**src/modem_ctl_pkg.sv**
```systemverilog
package modem_ctl_pkg;

  // core clock and documented transition times
  localparam int CLK_PERIOD_NS    = 20;
  localparam int NS_PER_MS        = 1000000;
  localparam int NS_PER_US        = 1000;
  localparam int OFF_IDLE_MIN_MS  = 10;
  localparam int HIB_IDLE_MIN_MS  = 7;
  localparam int DOZE_IDLE_US     = 300;
  localparam int RXTX_WARM_US     = 144;

  // least times round up to whole core cycles
  localparam int OFF_IDLE_CYC  = (OFF_IDLE_MIN_MS * NS_PER_MS + CLK_PERIOD_NS - 1) / CLK_PERIOD_NS;
  localparam int HIB_IDLE_CYC  = (HIB_IDLE_MIN_MS * NS_PER_MS + CLK_PERIOD_NS - 1) / CLK_PERIOD_NS;
  localparam int DOZE_IDLE_CYC = (DOZE_IDLE_US * NS_PER_US + CLK_PERIOD_NS - 1) / CLK_PERIOD_NS;
  localparam int RXTX_WARM_CYC = (RXTX_WARM_US * NS_PER_US + CLK_PERIOD_NS - 1) / CLK_PERIOD_NS;
  localparam int WAIT_W        = 20;

  // register map, six-bit resource addresses
  localparam int         REG_COUNT        = 64;
  localparam logic [5:0] REG_MODE_STATUS  = 6'h01;
  localparam logic [5:0] REG_MODE_CTL     = 6'h02;
  localparam logic [5:0] REG_DOZE_CMP     = 6'h03;
  localparam logic [5:0] REG_PIN_CFG      = 6'h07;
  localparam logic [5:0] REG_MODEM_CLOCK_OUTPUT_TRIM    = 6'h0A;

  // field positions
  localparam int MODE_REQ_MSB          = 2;
  localparam int MODE_REQ_LSB          = 0;
  localparam int MODE_TIMER_EN_BIT     = 8;
  localparam int PIN_CFG_DOZE_MODEM_CLOCK_OUTPUT_BIT = 9;
  localparam int PIN_CFG_MISO_FLOAT_BIT = 11;
  localparam int TRIM_MSB              = 15;
  localparam int TRIM_LSB              = 8;
  localparam int MODEM_CLOCK_OUTPUT_SEL_MSB          = 2;
  localparam int MODEM_CLOCK_OUTPUT_SEL_LSB          = 0;

  // reset values
  localparam logic [15:0] REG_DEFAULT_RESET  = 16'h0000;
  localparam logic [15:0] PIN_CFG_RESET      = 16'h0800;
  localparam logic [15:0] MODEM_CLOCK_OUTPUT_TRIM_RESET    = 16'h0000;
  localparam logic [11:0] STATUS_PAD         = 12'h000;

  // mode request codes in the mode control field
  localparam logic [2:0] REQ_IDLE      = 3'h0;
  localparam logic [2:0] REQ_HIBERNATE = 3'h1;
  localparam logic [2:0] REQ_DOZE      = 3'h2;
  localparam logic [2:0] REQ_RECEIVE   = 3'h3;
  localparam logic [2:0] REQ_TRANSMIT  = 3'h4;

  // clock output select; 25 MHz >> 5 is the first rate at or below 1 MHz
  localparam logic [2:0] MODEM_CLOCK_OUTPUT_SEL_UNDIVIDED = 3'h0;
  localparam logic [2:0] MODEM_CLOCK_OUTPUT_DOZE_MIN_SEL  = 3'h5;
  localparam logic [7:0] MODEM_CLOCK_OUTPUT_DIV_ONE       = 8'h01;
  localparam logic [8:0] MODEM_CLOCK_OUTPUT_PERIOD_ONE    = 9'h002;

  localparam logic [2:0] BIT_LAST = 3'h7;

  typedef enum logic [3:0] {
    ST_OFF, ST_HIBERNATE, ST_HIB_WAKE, ST_DOZE, ST_DOZE_WAKE,
    ST_IDLE, ST_RX_WARM, ST_RX, ST_TX_WARM, ST_TX
  } power_state_t;

  typedef struct packed {
    logic       rd;
    logic       spare;
    logic [5:0] addr;
  } spi_header_t;

  typedef struct packed {
    logic       valid;
    logic [7:0] data;
  } spi_byte_t;

  typedef struct packed {
    logic sclk;
    logic ce_n;
    logic mosi;
  } spi_pins_t;

endpackage : modem_ctl_pkg

```
**src/spi_burst_shifter.sv**
```systemverilog
`timescale 1ns/1ps
module spi_burst_shifter (
  // clock and reset
  input  wire logic                    mclk_i,
  input  wire logic                    rst_n_i,
  // sampled serial pins and gating
  input  modem_ctl_pkg::spi_pins_t     pins_i,
  input  wire logic                    enable_i,
  // next byte to present on miso
  input  wire logic                    load_i,
  input  wire logic [7:0]              load_data_i,
  // received bytes, serial out and frame state
  output modem_ctl_pkg::spi_byte_t     rx_byte_o,
  output logic                         miso_o,
  output logic                         frame_o,
  output logic                         frame_end_o
);

  logic       sclk_q,  sclk_d;
  logic       act_q,   act_d;
  logic [2:0] cnt_q,   cnt_d;
  logic [7:0] shin_q,  shin_d;
  logic [7:0] tx_q,    tx_d;
  logic       miso_q,  miso_d;
  logic       end_q,   end_d;
  modem_ctl_pkg::spi_byte_t rx_q, rx_d;
  logic       rise;
  logic       fall;
  logic [7:0] tx_src;

  // pins are synchronous, so the previous sample is enough for edges
  always_comb
  begin
    act_d  = enable_i & ~pins_i.ce_n;
    sclk_d = pins_i.sclk;
    rise   = act_q & act_d & pins_i.sclk & ~sclk_q;
    fall   = act_q & act_d & ~pins_i.sclk & sclk_q;
    tx_src = load_i ? load_data_i : tx_q;
    cnt_d  = cnt_q;
    shin_d = shin_q;
    tx_d   = tx_src;
    miso_d = miso_q;
    rx_d   = '0;
    end_d  = act_q & ~act_d;
    if (act_d && !act_q)
    begin
      // fresh frame: header phase sends zeros
      cnt_d  = '0;
      tx_d   = '0;
      miso_d = 1'b0;
    end
    else
    begin
      if (rise)
      begin
        shin_d = {shin_q[6:0], pins_i.mosi};
        cnt_d  = 3'(cnt_q + 3'h1);
        if (cnt_q == modem_ctl_pkg::BIT_LAST)
        begin
          rx_d.valid = 1'b1;
          rx_d.data  = {shin_q[6:0], pins_i.mosi};
        end
      end
      if (fall)
      begin
        miso_d = tx_src[7];
        tx_d   = {tx_src[6:0], 1'b0};
      end
    end
  end

  // register only
  always_ff @(posedge mclk_i or negedge rst_n_i)
  begin
    if (!rst_n_i)
    begin
      sclk_q <= 1'b0;
      act_q  <= 1'b0;
      cnt_q  <= '0;
      shin_q <= '0;
      tx_q   <= '0;
      miso_q <= 1'b0;
      end_q  <= 1'b0;
      rx_q   <= '0;
    end
    else
    begin
      sclk_q <= sclk_d;
      act_q  <= act_d;
      cnt_q  <= cnt_d;
      shin_q <= shin_d;
      tx_q   <= tx_d;
      miso_q <= miso_d;
      end_q  <= end_d;
      rx_q   <= rx_d;
    end
  end

  assign rx_byte_o   = rx_q;
  assign miso_o      = miso_q;
  assign frame_o     = act_q;
  assign frame_end_o = end_q;

endmodule : spi_burst_shifter

```
**src/modem_ctl.sv**
```systemverilog
// Functional notes
// - reset release leaves Off for Idle; outputs float while reset held
// - hibernate stops oscillator, ignores serial, keeps data, wakes on attention
// - doze keeps oscillator, clock out gated by enable and slow rate, wakes attention/timer
// - idle runs oscillator, drives clock output, accepts serial control
// - hibernate and doze entered only by a register write made in idle
// - transaction framed by low chip enable, at least three bursts
// - clock idles low; sample on rising edge, change on falling edge
// - eight bit bursts, most significant bit first
// - first burst is the header with six-bit address and direction
// - later bursts are write data or read data, never both
// - payload is at least two bytes, longer bursts continue the access
// - shifting is separate; register moves run on the core clock
// - trim byte in bits 15:8 of register 0A warps the oscillator
// - select 000 in register 0A bits 2:0 gives undivided clock out
// - serial out floats when deselected unless float enable bit 11 clear
`timescale 1ns/1ps
module modem_ctl #(
  parameter int OFF_IDLE_CYC  = modem_ctl_pkg::OFF_IDLE_CYC,
  parameter int HIB_IDLE_CYC  = modem_ctl_pkg::HIB_IDLE_CYC,
  parameter int DOZE_IDLE_CYC = modem_ctl_pkg::DOZE_IDLE_CYC,
  parameter int RXTX_WARM_CYC = modem_ctl_pkg::RXTX_WARM_CYC
) (
  // clock and reset
  input  wire logic        mclk_i,
  input  wire logic        rst_n_i,
  // serial slave pins
  input  wire logic        serial_shift_clock_i,
  input  wire logic        ce_n_i,
  input  wire logic        mosi_i,
  output logic             miso_o,
  output logic             miso_oe_o,
  // wake and interrupt pins
  input  wire logic        attention_wake_n_i,
  output logic             irq_n_o,
  output logic             irq_oe_o,
  // clock output and oscillator controls
  output logic             modem_clock_output_o,
  output logic             modem_clock_output_oe_o,
  output logic             osc_enable_o,
  output logic [7:0]       xtal_trim_o,
  // radio controls
  output logic             receiver_on_o,
  output logic             transmitter_on_o
);

  localparam logic [modem_ctl_pkg::WAIT_W-1:0] WAIT_OFF  = modem_ctl_pkg::WAIT_W'(OFF_IDLE_CYC - 1);
  localparam logic [modem_ctl_pkg::WAIT_W-1:0] WAIT_HIB  = modem_ctl_pkg::WAIT_W'(HIB_IDLE_CYC - 1);
  localparam logic [modem_ctl_pkg::WAIT_W-1:0] WAIT_DOZE = modem_ctl_pkg::WAIT_W'(DOZE_IDLE_CYC - 1);
  localparam logic [modem_ctl_pkg::WAIT_W-1:0] WAIT_WARM = modem_ctl_pkg::WAIT_W'(RXTX_WARM_CYC - 1);

  modem_ctl_pkg::power_state_t state_q, state_d;
  logic [modem_ctl_pkg::WAIT_W-1:0] wait_q, wait_d;
  logic [15:0] doze_cnt_q, doze_cnt_d;
  logic [15:0] regs_q [modem_ctl_pkg::REG_COUNT];
  logic [15:0] regs_d [modem_ctl_pkg::REG_COUNT];

  modem_ctl_pkg::spi_header_t hdr_q, hdr_d;
  logic        want_hdr_q, want_hdr_d;
  logic        hi_phase_q, hi_phase_d;
  logic [7:0]  hi_byte_q,  hi_byte_d;
  logic [5:0]  addr_q,     addr_d;
  logic        pend_q,     pend_d;
  logic [2:0]  pend_req_q, pend_req_d;
  logic        load_q,     load_d;
  logic [7:0]  load_dat_q, load_dat_d;
  logic        wr_en;
  logic [15:0] wr_data;
  logic [15:0] rd_word;

  logic [7:0]  div_q, div_d;
  logic        modem_clock_output_q, modem_clock_output_d;
  logic        modem_clock_output_oe_q, modem_clock_output_oe_d;
  logic        miso_q, miso_d;
  logic        miso_oe_q, miso_oe_d;
  logic        irq_oe_q, irq_oe_d;
  logic        osc_q, osc_d;
  logic        rx_on_q, rx_on_d;
  logic        tx_on_q, tx_on_d;

  modem_ctl_pkg::spi_pins_t pins;
  modem_ctl_pkg::spi_byte_t rx_byte;
  logic        sh_miso;
  logic        frame;
  logic        frame_end;
  logic        spi_on;
  logic        cmd_fire;
  logic        osc_on;
  logic        modem_clock_output_run;
  logic [2:0]  modem_clock_output_sel;
  logic [7:0]  modem_clock_output_half;
  logic [8:0]  modem_clock_output_period;
  logic        timer_hit;

  // status reads show live state; every other address is storage
  function automatic logic [15:0] read_word(input logic [5:0] a);
    read_word = (a == modem_ctl_pkg::REG_MODE_STATUS) ? {modem_ctl_pkg::STATUS_PAD, state_q} : regs_q[a];
  endfunction : read_word

  function automatic logic [15:0] reset_word(input int a);
    if (a == int'(modem_ctl_pkg::REG_PIN_CFG))
      reset_word = modem_ctl_pkg::PIN_CFG_RESET;
    else if (a == int'(modem_ctl_pkg::REG_MODEM_CLOCK_OUTPUT_TRIM))
      reset_word = modem_ctl_pkg::MODEM_CLOCK_OUTPUT_TRIM_RESET;
    else
      reset_word = modem_ctl_pkg::REG_DEFAULT_RESET;
  endfunction : reset_word

  assign pins = '{sclk: serial_shift_clock_i, ce_n: ce_n_i, mosi: mosi_i};

  // serial port is dead outside the awake states
  assign spi_on = (state_q == modem_ctl_pkg::ST_IDLE) || (state_q == modem_ctl_pkg::ST_RX_WARM) ||
                  (state_q == modem_ctl_pkg::ST_RX) || (state_q == modem_ctl_pkg::ST_TX_WARM) ||
                  (state_q == modem_ctl_pkg::ST_TX);

  spi_burst_shifter u_shifter (
    .mclk_i      (mclk_i),
    .rst_n_i     (rst_n_i),
    .pins_i      (pins),
    .enable_i    (spi_on),
    .load_i      (load_q),
    .load_data_i (load_dat_q),
    .rx_byte_o   (rx_byte),
    .miso_o      (sh_miso),
    .frame_o     (frame),
    .frame_end_o (frame_end)
  );

  // transaction decode, all on the core clock
  always_comb
  begin
    hdr_d      = hdr_q;
    want_hdr_d = want_hdr_q;
    hi_phase_d = hi_phase_q;
    hi_byte_d  = hi_byte_q;
    addr_d     = addr_q;
    pend_d     = pend_q;
    pend_req_d = pend_req_q;
    load_d     = 1'b0;
    load_dat_d = load_dat_q;
    wr_en      = 1'b0;
    wr_data    = {hi_byte_q, rx_byte.data};
    rd_word    = read_word(addr_q); // a call result cannot be sliced, so stage it here
    if (frame_end)
    begin
      want_hdr_d = 1'b1;
      pend_d     = 1'b0;
    end
    else if (rx_byte.valid)
    begin
      if (want_hdr_q)
      begin
        hdr_d      = rx_byte.data;
        addr_d     = rx_byte.data[5:0];
        want_hdr_d = 1'b0;
        hi_phase_d = 1'b1;
        load_d     = rx_byte.data[7];
        rd_word    = read_word(rx_byte.data[5:0]);
        load_dat_d = rd_word[15:8];
      end
      else if (hdr_q.rd)
      begin
        // read payload: low byte, then next word high byte
        load_d = 1'b1;
        if (hi_phase_q)
        begin
          load_dat_d = rd_word[7:0];
          hi_phase_d = 1'b0;
        end
        else
        begin
          addr_d     = 6'(addr_q + 6'h01);
          rd_word    = read_word(6'(addr_q + 6'h01));
          load_dat_d = rd_word[15:8];
          hi_phase_d = 1'b1;
        end
      end
      else if (hi_phase_q)
      begin
        hi_byte_d  = rx_byte.data;
        hi_phase_d = 1'b0;
      end
      else
      begin
        // a word commits only once both payload bytes arrived
        wr_en      = (addr_q != modem_ctl_pkg::REG_MODE_STATUS);
        addr_d     = 6'(addr_q + 6'h01);
        hi_phase_d = 1'b1;
        if (addr_q == modem_ctl_pkg::REG_MODE_CTL)
        begin
          pend_d     = 1'b1;
          pend_req_d = wr_data[modem_ctl_pkg::MODE_REQ_MSB:modem_ctl_pkg::MODE_REQ_LSB];
        end
      end
    end
  end

  always_ff @(posedge mclk_i or negedge rst_n_i)
  begin
    if (!rst_n_i)
    begin
      hdr_q      <= '0;
      want_hdr_q <= 1'b1;
      hi_phase_q <= 1'b1;
      hi_byte_q  <= '0;
      addr_q     <= '0;
      pend_q     <= 1'b0;
      pend_req_q <= modem_ctl_pkg::REQ_IDLE;
      load_q     <= 1'b0;
      load_dat_q <= '0;
    end
    else
    begin
      hdr_q      <= hdr_d;
      want_hdr_q <= want_hdr_d;
      hi_phase_q <= hi_phase_d;
      hi_byte_q  <= hi_byte_d;
      addr_q     <= addr_d;
      pend_q     <= pend_d;
      pend_req_q <= pend_req_d;
      load_q     <= load_d;
      load_dat_q <= load_dat_d;
    end
  end

  // register file: contents survive every power mode
  generate
    for (genvar g = 0; g < modem_ctl_pkg::REG_COUNT; g++)
    begin : g_reg
      always_comb
      begin
        regs_d[g] = (wr_en && (addr_q == 6'(g))) ? wr_data : regs_q[g];
      end
      always_ff @(posedge mclk_i or negedge rst_n_i)
      begin
        if (!rst_n_i)
          regs_q[g] <= reset_word(g);
        else
          regs_q[g] <= regs_d[g];
      end
    end
  endgenerate

  assign modem_clock_output_sel    = regs_q[modem_ctl_pkg::REG_MODEM_CLOCK_OUTPUT_TRIM][modem_ctl_pkg::MODEM_CLOCK_OUTPUT_SEL_MSB:modem_ctl_pkg::MODEM_CLOCK_OUTPUT_SEL_LSB];
  assign modem_clock_output_period = modem_ctl_pkg::MODEM_CLOCK_OUTPUT_PERIOD_ONE << modem_clock_output_sel;
  assign cmd_fire    = frame_end & pend_q;
  assign timer_hit   = regs_q[modem_ctl_pkg::REG_MODE_CTL][modem_ctl_pkg::MODE_TIMER_EN_BIT] &&
                       (doze_cnt_q == regs_q[modem_ctl_pkg::REG_DOZE_CMP]);

  // power mode sequencer with a shared down-counter for transition times
  always_comb
  begin
    state_d    = state_q;
    wait_d     = (wait_q != '0) ? modem_ctl_pkg::WAIT_W'(wait_q - 1'b1) : wait_q;
    doze_cnt_d = doze_cnt_q;
    case (state_q)
      modem_ctl_pkg::ST_OFF:
        if (wait_q == '0) state_d = modem_ctl_pkg::ST_IDLE;
      modem_ctl_pkg::ST_IDLE:
        if (cmd_fire)
        begin
          case (pend_req_q)
            modem_ctl_pkg::REQ_HIBERNATE: state_d = modem_ctl_pkg::ST_HIBERNATE;
            modem_ctl_pkg::REQ_DOZE:
            begin
              state_d    = modem_ctl_pkg::ST_DOZE;
              doze_cnt_d = '0;
            end
            modem_ctl_pkg::REQ_RECEIVE:
            begin
              state_d = modem_ctl_pkg::ST_RX_WARM;
              wait_d  = WAIT_WARM;
            end
            modem_ctl_pkg::REQ_TRANSMIT:
            begin
              state_d = modem_ctl_pkg::ST_TX_WARM;
              wait_d  = WAIT_WARM;
            end
            default: state_d = modem_ctl_pkg::ST_IDLE;
          endcase
        end
      modem_ctl_pkg::ST_HIBERNATE:
        if (!attention_wake_n_i)
        begin
          state_d = modem_ctl_pkg::ST_HIB_WAKE;
          wait_d  = WAIT_HIB;
        end
      modem_ctl_pkg::ST_DOZE:
      begin
        doze_cnt_d = 16'(doze_cnt_q + 16'h0001);
        if (!attention_wake_n_i || timer_hit)
        begin
          state_d = modem_ctl_pkg::ST_DOZE_WAKE;
          wait_d  = modem_ctl_pkg::WAIT_W'(WAIT_DOZE + modem_clock_output_period);
        end
      end
      modem_ctl_pkg::ST_HIB_WAKE, modem_ctl_pkg::ST_DOZE_WAKE:
        if (wait_q == '0) state_d = modem_ctl_pkg::ST_IDLE;
      modem_ctl_pkg::ST_RX_WARM:
        if (wait_q == '0) state_d = modem_ctl_pkg::ST_RX;
      modem_ctl_pkg::ST_TX_WARM:
        if (wait_q == '0) state_d = modem_ctl_pkg::ST_TX;
      modem_ctl_pkg::ST_RX, modem_ctl_pkg::ST_TX:
        if (cmd_fire && (pend_req_q == modem_ctl_pkg::REQ_IDLE)) state_d = modem_ctl_pkg::ST_IDLE;
      default: state_d = modem_ctl_pkg::ST_OFF;
    endcase
  end

  always_ff @(posedge mclk_i or negedge rst_n_i)
  begin
    if (!rst_n_i)
    begin
      state_q    <= modem_ctl_pkg::ST_OFF;
      wait_q     <= WAIT_OFF;
      doze_cnt_q <= '0;
    end
    else
    begin
      state_q    <= state_d;
      wait_q     <= wait_d;
      doze_cnt_q <= doze_cnt_d;
    end
  end

  // oscillator stops in off and hibernate, including the restart wait
  assign osc_on   = (state_q != modem_ctl_pkg::ST_OFF) && (state_q != modem_ctl_pkg::ST_HIBERNATE) &&
                    (state_q != modem_ctl_pkg::ST_HIB_WAKE);
  assign modem_clock_output_run = osc_on && ((state_q != modem_ctl_pkg::ST_DOZE) ||
                    (regs_q[modem_ctl_pkg::REG_PIN_CFG][modem_ctl_pkg::PIN_CFG_DOZE_MODEM_CLOCK_OUTPUT_BIT] &&
                     (modem_clock_output_sel >= modem_ctl_pkg::MODEM_CLOCK_OUTPUT_DOZE_MIN_SEL)));
  // select 000 is the fastest toggle the core clock allows
  assign modem_clock_output_half = 8'((modem_ctl_pkg::MODEM_CLOCK_OUTPUT_DIV_ONE << modem_clock_output_sel) - 8'h01);

  // pin drivers, all registered; tristate while held in off
  always_comb
  begin
    div_d  = '0;
    modem_clock_output_d = 1'b0;
    if (modem_clock_output_run)
    begin
      if (div_q >= modem_clock_output_half)
        modem_clock_output_d = ~modem_clock_output_q;
      else
      begin
        div_d  = 8'(div_q + 8'h01);
        modem_clock_output_d = modem_clock_output_q;
      end
    end
    modem_clock_output_oe_d = (state_q != modem_ctl_pkg::ST_OFF);
    irq_oe_d  = (state_q != modem_ctl_pkg::ST_OFF);
    miso_d    = frame ? sh_miso : 1'b0;
    if (state_q == modem_ctl_pkg::ST_OFF)
      miso_oe_d = 1'b0;
    else if (frame)
      miso_oe_d = 1'b1;
    else
      miso_oe_d = ~regs_q[modem_ctl_pkg::REG_PIN_CFG][modem_ctl_pkg::PIN_CFG_MISO_FLOAT_BIT];
    osc_d   = osc_on;
    rx_on_d = (state_q == modem_ctl_pkg::ST_RX);
    tx_on_d = (state_q == modem_ctl_pkg::ST_TX);
  end

  always_ff @(posedge mclk_i or negedge rst_n_i)
  begin
    if (!rst_n_i)
    begin
      div_q     <= '0;
      modem_clock_output_q    <= 1'b0;
      modem_clock_output_oe_q <= 1'b0;
      irq_oe_q  <= 1'b0;
      miso_q    <= 1'b0;
      miso_oe_q <= 1'b0;
      osc_q     <= 1'b0;
      rx_on_q   <= 1'b0;
      tx_on_q   <= 1'b0;
    end
    else
    begin
      div_q     <= div_d;
      modem_clock_output_q    <= modem_clock_output_d;
      modem_clock_output_oe_q <= modem_clock_output_oe_d;
      irq_oe_q  <= irq_oe_d;
      miso_q    <= miso_d;
      miso_oe_q <= miso_oe_d;
      osc_q     <= osc_d;
      rx_on_q   <= rx_on_d;
      tx_on_q   <= tx_on_d;
    end
  end

  assign miso_o                  = miso_q;
  assign miso_oe_o               = miso_oe_q;
  assign irq_n_o                 = 1'b1; // no interrupt sources in this block
  assign irq_oe_o                = irq_oe_q;
  assign modem_clock_output_o    = modem_clock_output_q;
  assign modem_clock_output_oe_o = modem_clock_output_oe_q;
  assign osc_enable_o            = osc_q;
  assign xtal_trim_o             = regs_q[modem_ctl_pkg::REG_MODEM_CLOCK_OUTPUT_TRIM][modem_ctl_pkg::TRIM_MSB:modem_ctl_pkg::TRIM_LSB];
  assign receiver_on_o           = rx_on_q;
  assign transmitter_on_o        = tx_on_q;

endmodule : modem_ctl

```
**config.mk**
```make
export PLATFORM = sky130hd
export DESIGN_NAME = modem_ctl
export DESIGN_NICKNAME = d
export VERILOG_FILES = /design/src/modem_ctl_pkg.sv /design/src/spi_burst_shifter.sv /design/src/modem_ctl.sv
export SDC_FILE = /design/constraint.sdc
export NUM_CORES = 2
export LEC_CHECK = 0
export BUFFER_PORTS_ARGS = -buffer_cell sky130_fd_sc_hd__clkbuf_2
export CORE_AREA = 2 2 340 342
export DETAILED_ROUTE_END_ITERATION = 10
export DIE_AREA = 0 0 342 344
export PLACE_DENSITY_LB_ADDON = 0.3
export RECOVER_POWER = 100
export SLEW_MARGIN = 20
export SYNTH_ARGS = -nofsm -noshare
export SYNTH_HDL_FRONTEND = slang
export SYNTH_SLANG_ARGS = --single-unit
```
**constraint.sdc**
```tcl
create_clock -name mclk_i -period 9.5 [get_ports mclk_i]
set_input_delay 0 -clock mclk_i [delete_from_list [all_inputs] [get_ports mclk_i]]
set_output_delay 0 -clock mclk_i [all_outputs]
set_load 0.01 [all_outputs]
```
==> qor.yml <==
clk_latency_ns: 0.73
yosys.area_share.adder_pct: 0.4194
synth_edf_count: 0
diodes: 0
overflow: 0
numPortBuffers: 21
tritoncts: "built"
synth.most_common_cell: "dfrtp_1"
antenna_found_initial: 2
pin_count: 23
syn_area_per_cell_um2: 14.18
setup_viol: 0
rsz0062_at_grt: "no"
finalSetupTns_ns: 0
antenna_left: 0
synth.cell_area_um2: 56680
path_clk_slew_ns: 0.07
drv_slew: 1444
die_area_um2: 117600
ys_types: 74
skew_ns: 0.02659
period_needed_ns: 6.555
start_util_pct: 49.77
grt_pass1_vias: 36170
start_kind: "flop"
hp-class: "in -> reg"
crit_type: "reg -> reg"
clock-sinks: 1140
wl_per_cell_um: 29.56
viasPerCell: 6.530
ir_drop_v: 0.0001566
max-slew-margin-rel_pct: -173.4
synth_top_area_share_pct: 49.71
layout.cells.non_filler: 5483
synth-compound-area-share_pct: 3.920
synth_top_area_cell: "dfrtp_1"
first_iter_violations: 3793
critPathMaxStageDelay_ns: 1.74
total_power_mw: 9.762
critPathArrivalTime_ns: 7.13
synthTopCellsByArea: "dfrtp_1, mux2_2, mux4_2, mux2i_1, clkbuf_1"
crit_fanout: 46
tightestPinTransition_ns: 4.101
ys_warn_count: 0
synth_simple_gate_area_share_pct: 4.633
required_ns: 10.08
ys_seq_area_share_pct: 50.36
worst_setup_path_end_kind: "flop"
drcViolationCount: 0
cts_root_buf: "clkbuf_16"
grtUsageTotal_pct: 27.99
synth_mux_area_share_pct: 36.66
status: "finished, violations left"
syn-instance-count: 3997
ctsResizeCount: 0
place.gp.congestion: 0.9708
async_flop_share_pct: 100.0
violations: "max-capacitance violations, max-slew violations"
die_x_um: 342
maxCapViolations: 52
leakage_nw: 27.71
rows: 124
syn_to_final_growth_pct: 8.823
dp.cells: 5259
wl_um: 162100
cts_made_buffers: 118
crit_top_cell: "clkbuf_1"
die_height_um: 344
max_freq_mhz: 152.6
synth_ff_type: "dfrtp_1"
first_pass_iters: 6
path_cells: "buf_4 -> ha_1 -> clkbuf_1 -> nand2_1 -> mux2_2 -> o22ai_1 -> o2bb2ai_1 -> clkbuf_1 -> a32oi_1 -> a32o_1 -> a2111oi_0 -> o21ai_1"
netlist_top_cells_count: "dfrtp_1, mux2_2, mux4_2"
power.density_nw_per_um2: 158.3
finalHoldViolCount: 0
crit_family: "buffers and inverters"
grt_max_degree: 162
grt_pass1_wl_um: 244800
post-route-period-util_pct: 69.00
synth_xor_area_share_pct: 0.8808
vias: 35800
worstPathBufferInverterCount: 3
clockBufferDepth: 3
crit_slowest_cell: "dfrtp_1"
coreArea_um2: 113900
layout.nets: 3900
drive_gt1_share_pct: 42.08
place_hpwl_um: 99320
synth_top_family_by_area: "multiplexers"
htree_levels: 3
synth-seq-cells: 1140
==> final cells by class <==
class | instances | area, um2
clock inverter | 31 | 301.5
tap | 1512 | 1892
timing repair buffer | 142 | 835.8
multi-input combinational | 2452 | 26420
sequential | 1140 | 28580
fill | 9480 | 52200
clock buffer | 185 | 3566
inverter | 21 | 78.83
==> sequential cells by signal, indices dropped and copies added, names as in the netlist, 4 cells and up <==
register and cells:
regs_q 1013, wait_q 20, doze_cnt_q 16, u_shifter.rx_byte_o 9
div_q 8, hi_byte_q 8, load_dat_q 8, u_shifter.tx_q 8
xtal_trim_o 8, u_shifter.shin_q 7, addr_q 6, state_q 4
==> cells by family (layout without fill, tap and decap cells) <==
logic type	after synthesis	after routing
buffers and inverters	406	379
flip-flops	1140	1140
adder cells (fa/ha/maj)	19	19
other	1	2
AND/OR/NAND/NOR	558	558
XOR/XNOR	57	57
AO/OA/AOI/OAI	335	335
multiplexers	1481	1481
==> worst min-delay path, delay by kind of cell <==
kind	cells	cell delay (ns)
buf+inv	2	0.64
simple gates	1	0.07
==> cells in the final DEF, fill, tap and decap left out, types with 17 or more instances in the layout <==
cell type	Yosys	routed
mux2i_1	107	107
xor2_1	19	18
and3_1	25	25
nand3_1	77	77
o21ai_0	93	96
nand4_1	20	21
a32oi_1	22	22
nand2b_1	17	17
mux4_2	376	376
inv_1	20	20
a21oi_1	50	50
o22ai_1	23	23
clkbuf_1	241	108
nor3_1	27	27
buf_4	38	50
ha_1	19	18
mux2_2	998	997
nand2_1	213	213
clkbuf_8	0	34
clkbuf_16	0	119
dfrtp_1	1126	1108
a22oi_1	24	24
clkinv_2	0	17
xnor2_1	38	37
nor2_1	106	100
==> per-stage QoR <==
step	instance area (um2)	utilization (%)	worst slack, ns	hold slack (ns)
2_1_floorplan	56690	-	6.154	-0.2956
3_3_place_gp	58070	50.99	4.385	0.02738
3_5_place_dp	58080	51.00	4.331	0.02335
4_1_cts	62040	54.48	4.309	0.02806
5_1_grt	61680	54.17	2.101	0.05766
6_report	61680	54.17	2.945	0.04917
==> where the power goes <==
part	total, mW	leakage [nW]	switching [mW]	internal, mW
sequential	4.93	15.8	0.0317	4.89
combinational	0.199	10.0	0.141	0.0586
clock	4.64	1.90	1.97	2.67
total	9.76	27.7	2.14	7.62
==> what timing repair did <==
| item | CTS | global route |
|---|---|---|
| endpoints found under the hold margin | 287 | 0 |
| hold buffers | 8 | 0 |
| setup buffers | 0 | 0 |
==> layer usage <==
layer	up-vias	part of all wire (%)	global-route usage, %
li1	14750	-	-
met1	19100	41	38.70
met2	1593	46	42.87
met3	354	8.8	6.763
met4	0	4.3	11.34
met5	-	0	0
==> worst paths after layout <==
kind / start / end / slack [ns] / cells after the start
setup / recovery: addr_q[1]$_DFFE_PN0P_ / load_dat_q[7]$_DFFE_PN0P_ / 2.94 / 12
hold / removal: ce_n_i / u_shifter.frame_o$_DFF_PN0_ / 0.05 / 3
setup reg to reg: addr_q[1]$_DFFE_PN0P_ / load_dat_q[7]$_DFFE_PN0P_ / 2.94 / 12
hold reg to reg: regs_q[992]$_DFFE_PN0P_ / regs_q[992]$_DFFE_PN0P_ / 0.38 / 0
max in group asynchronous: rst_n_i / u_shifter.rx_byte_o[0]$_DFF_PN0_ / 3.16 / 5
min in group asynchronous: rst_n_i / regs_q[957]$_DFFE_PN0P_ / 1.23 / 4
Power figures use the tool's default switching activity.
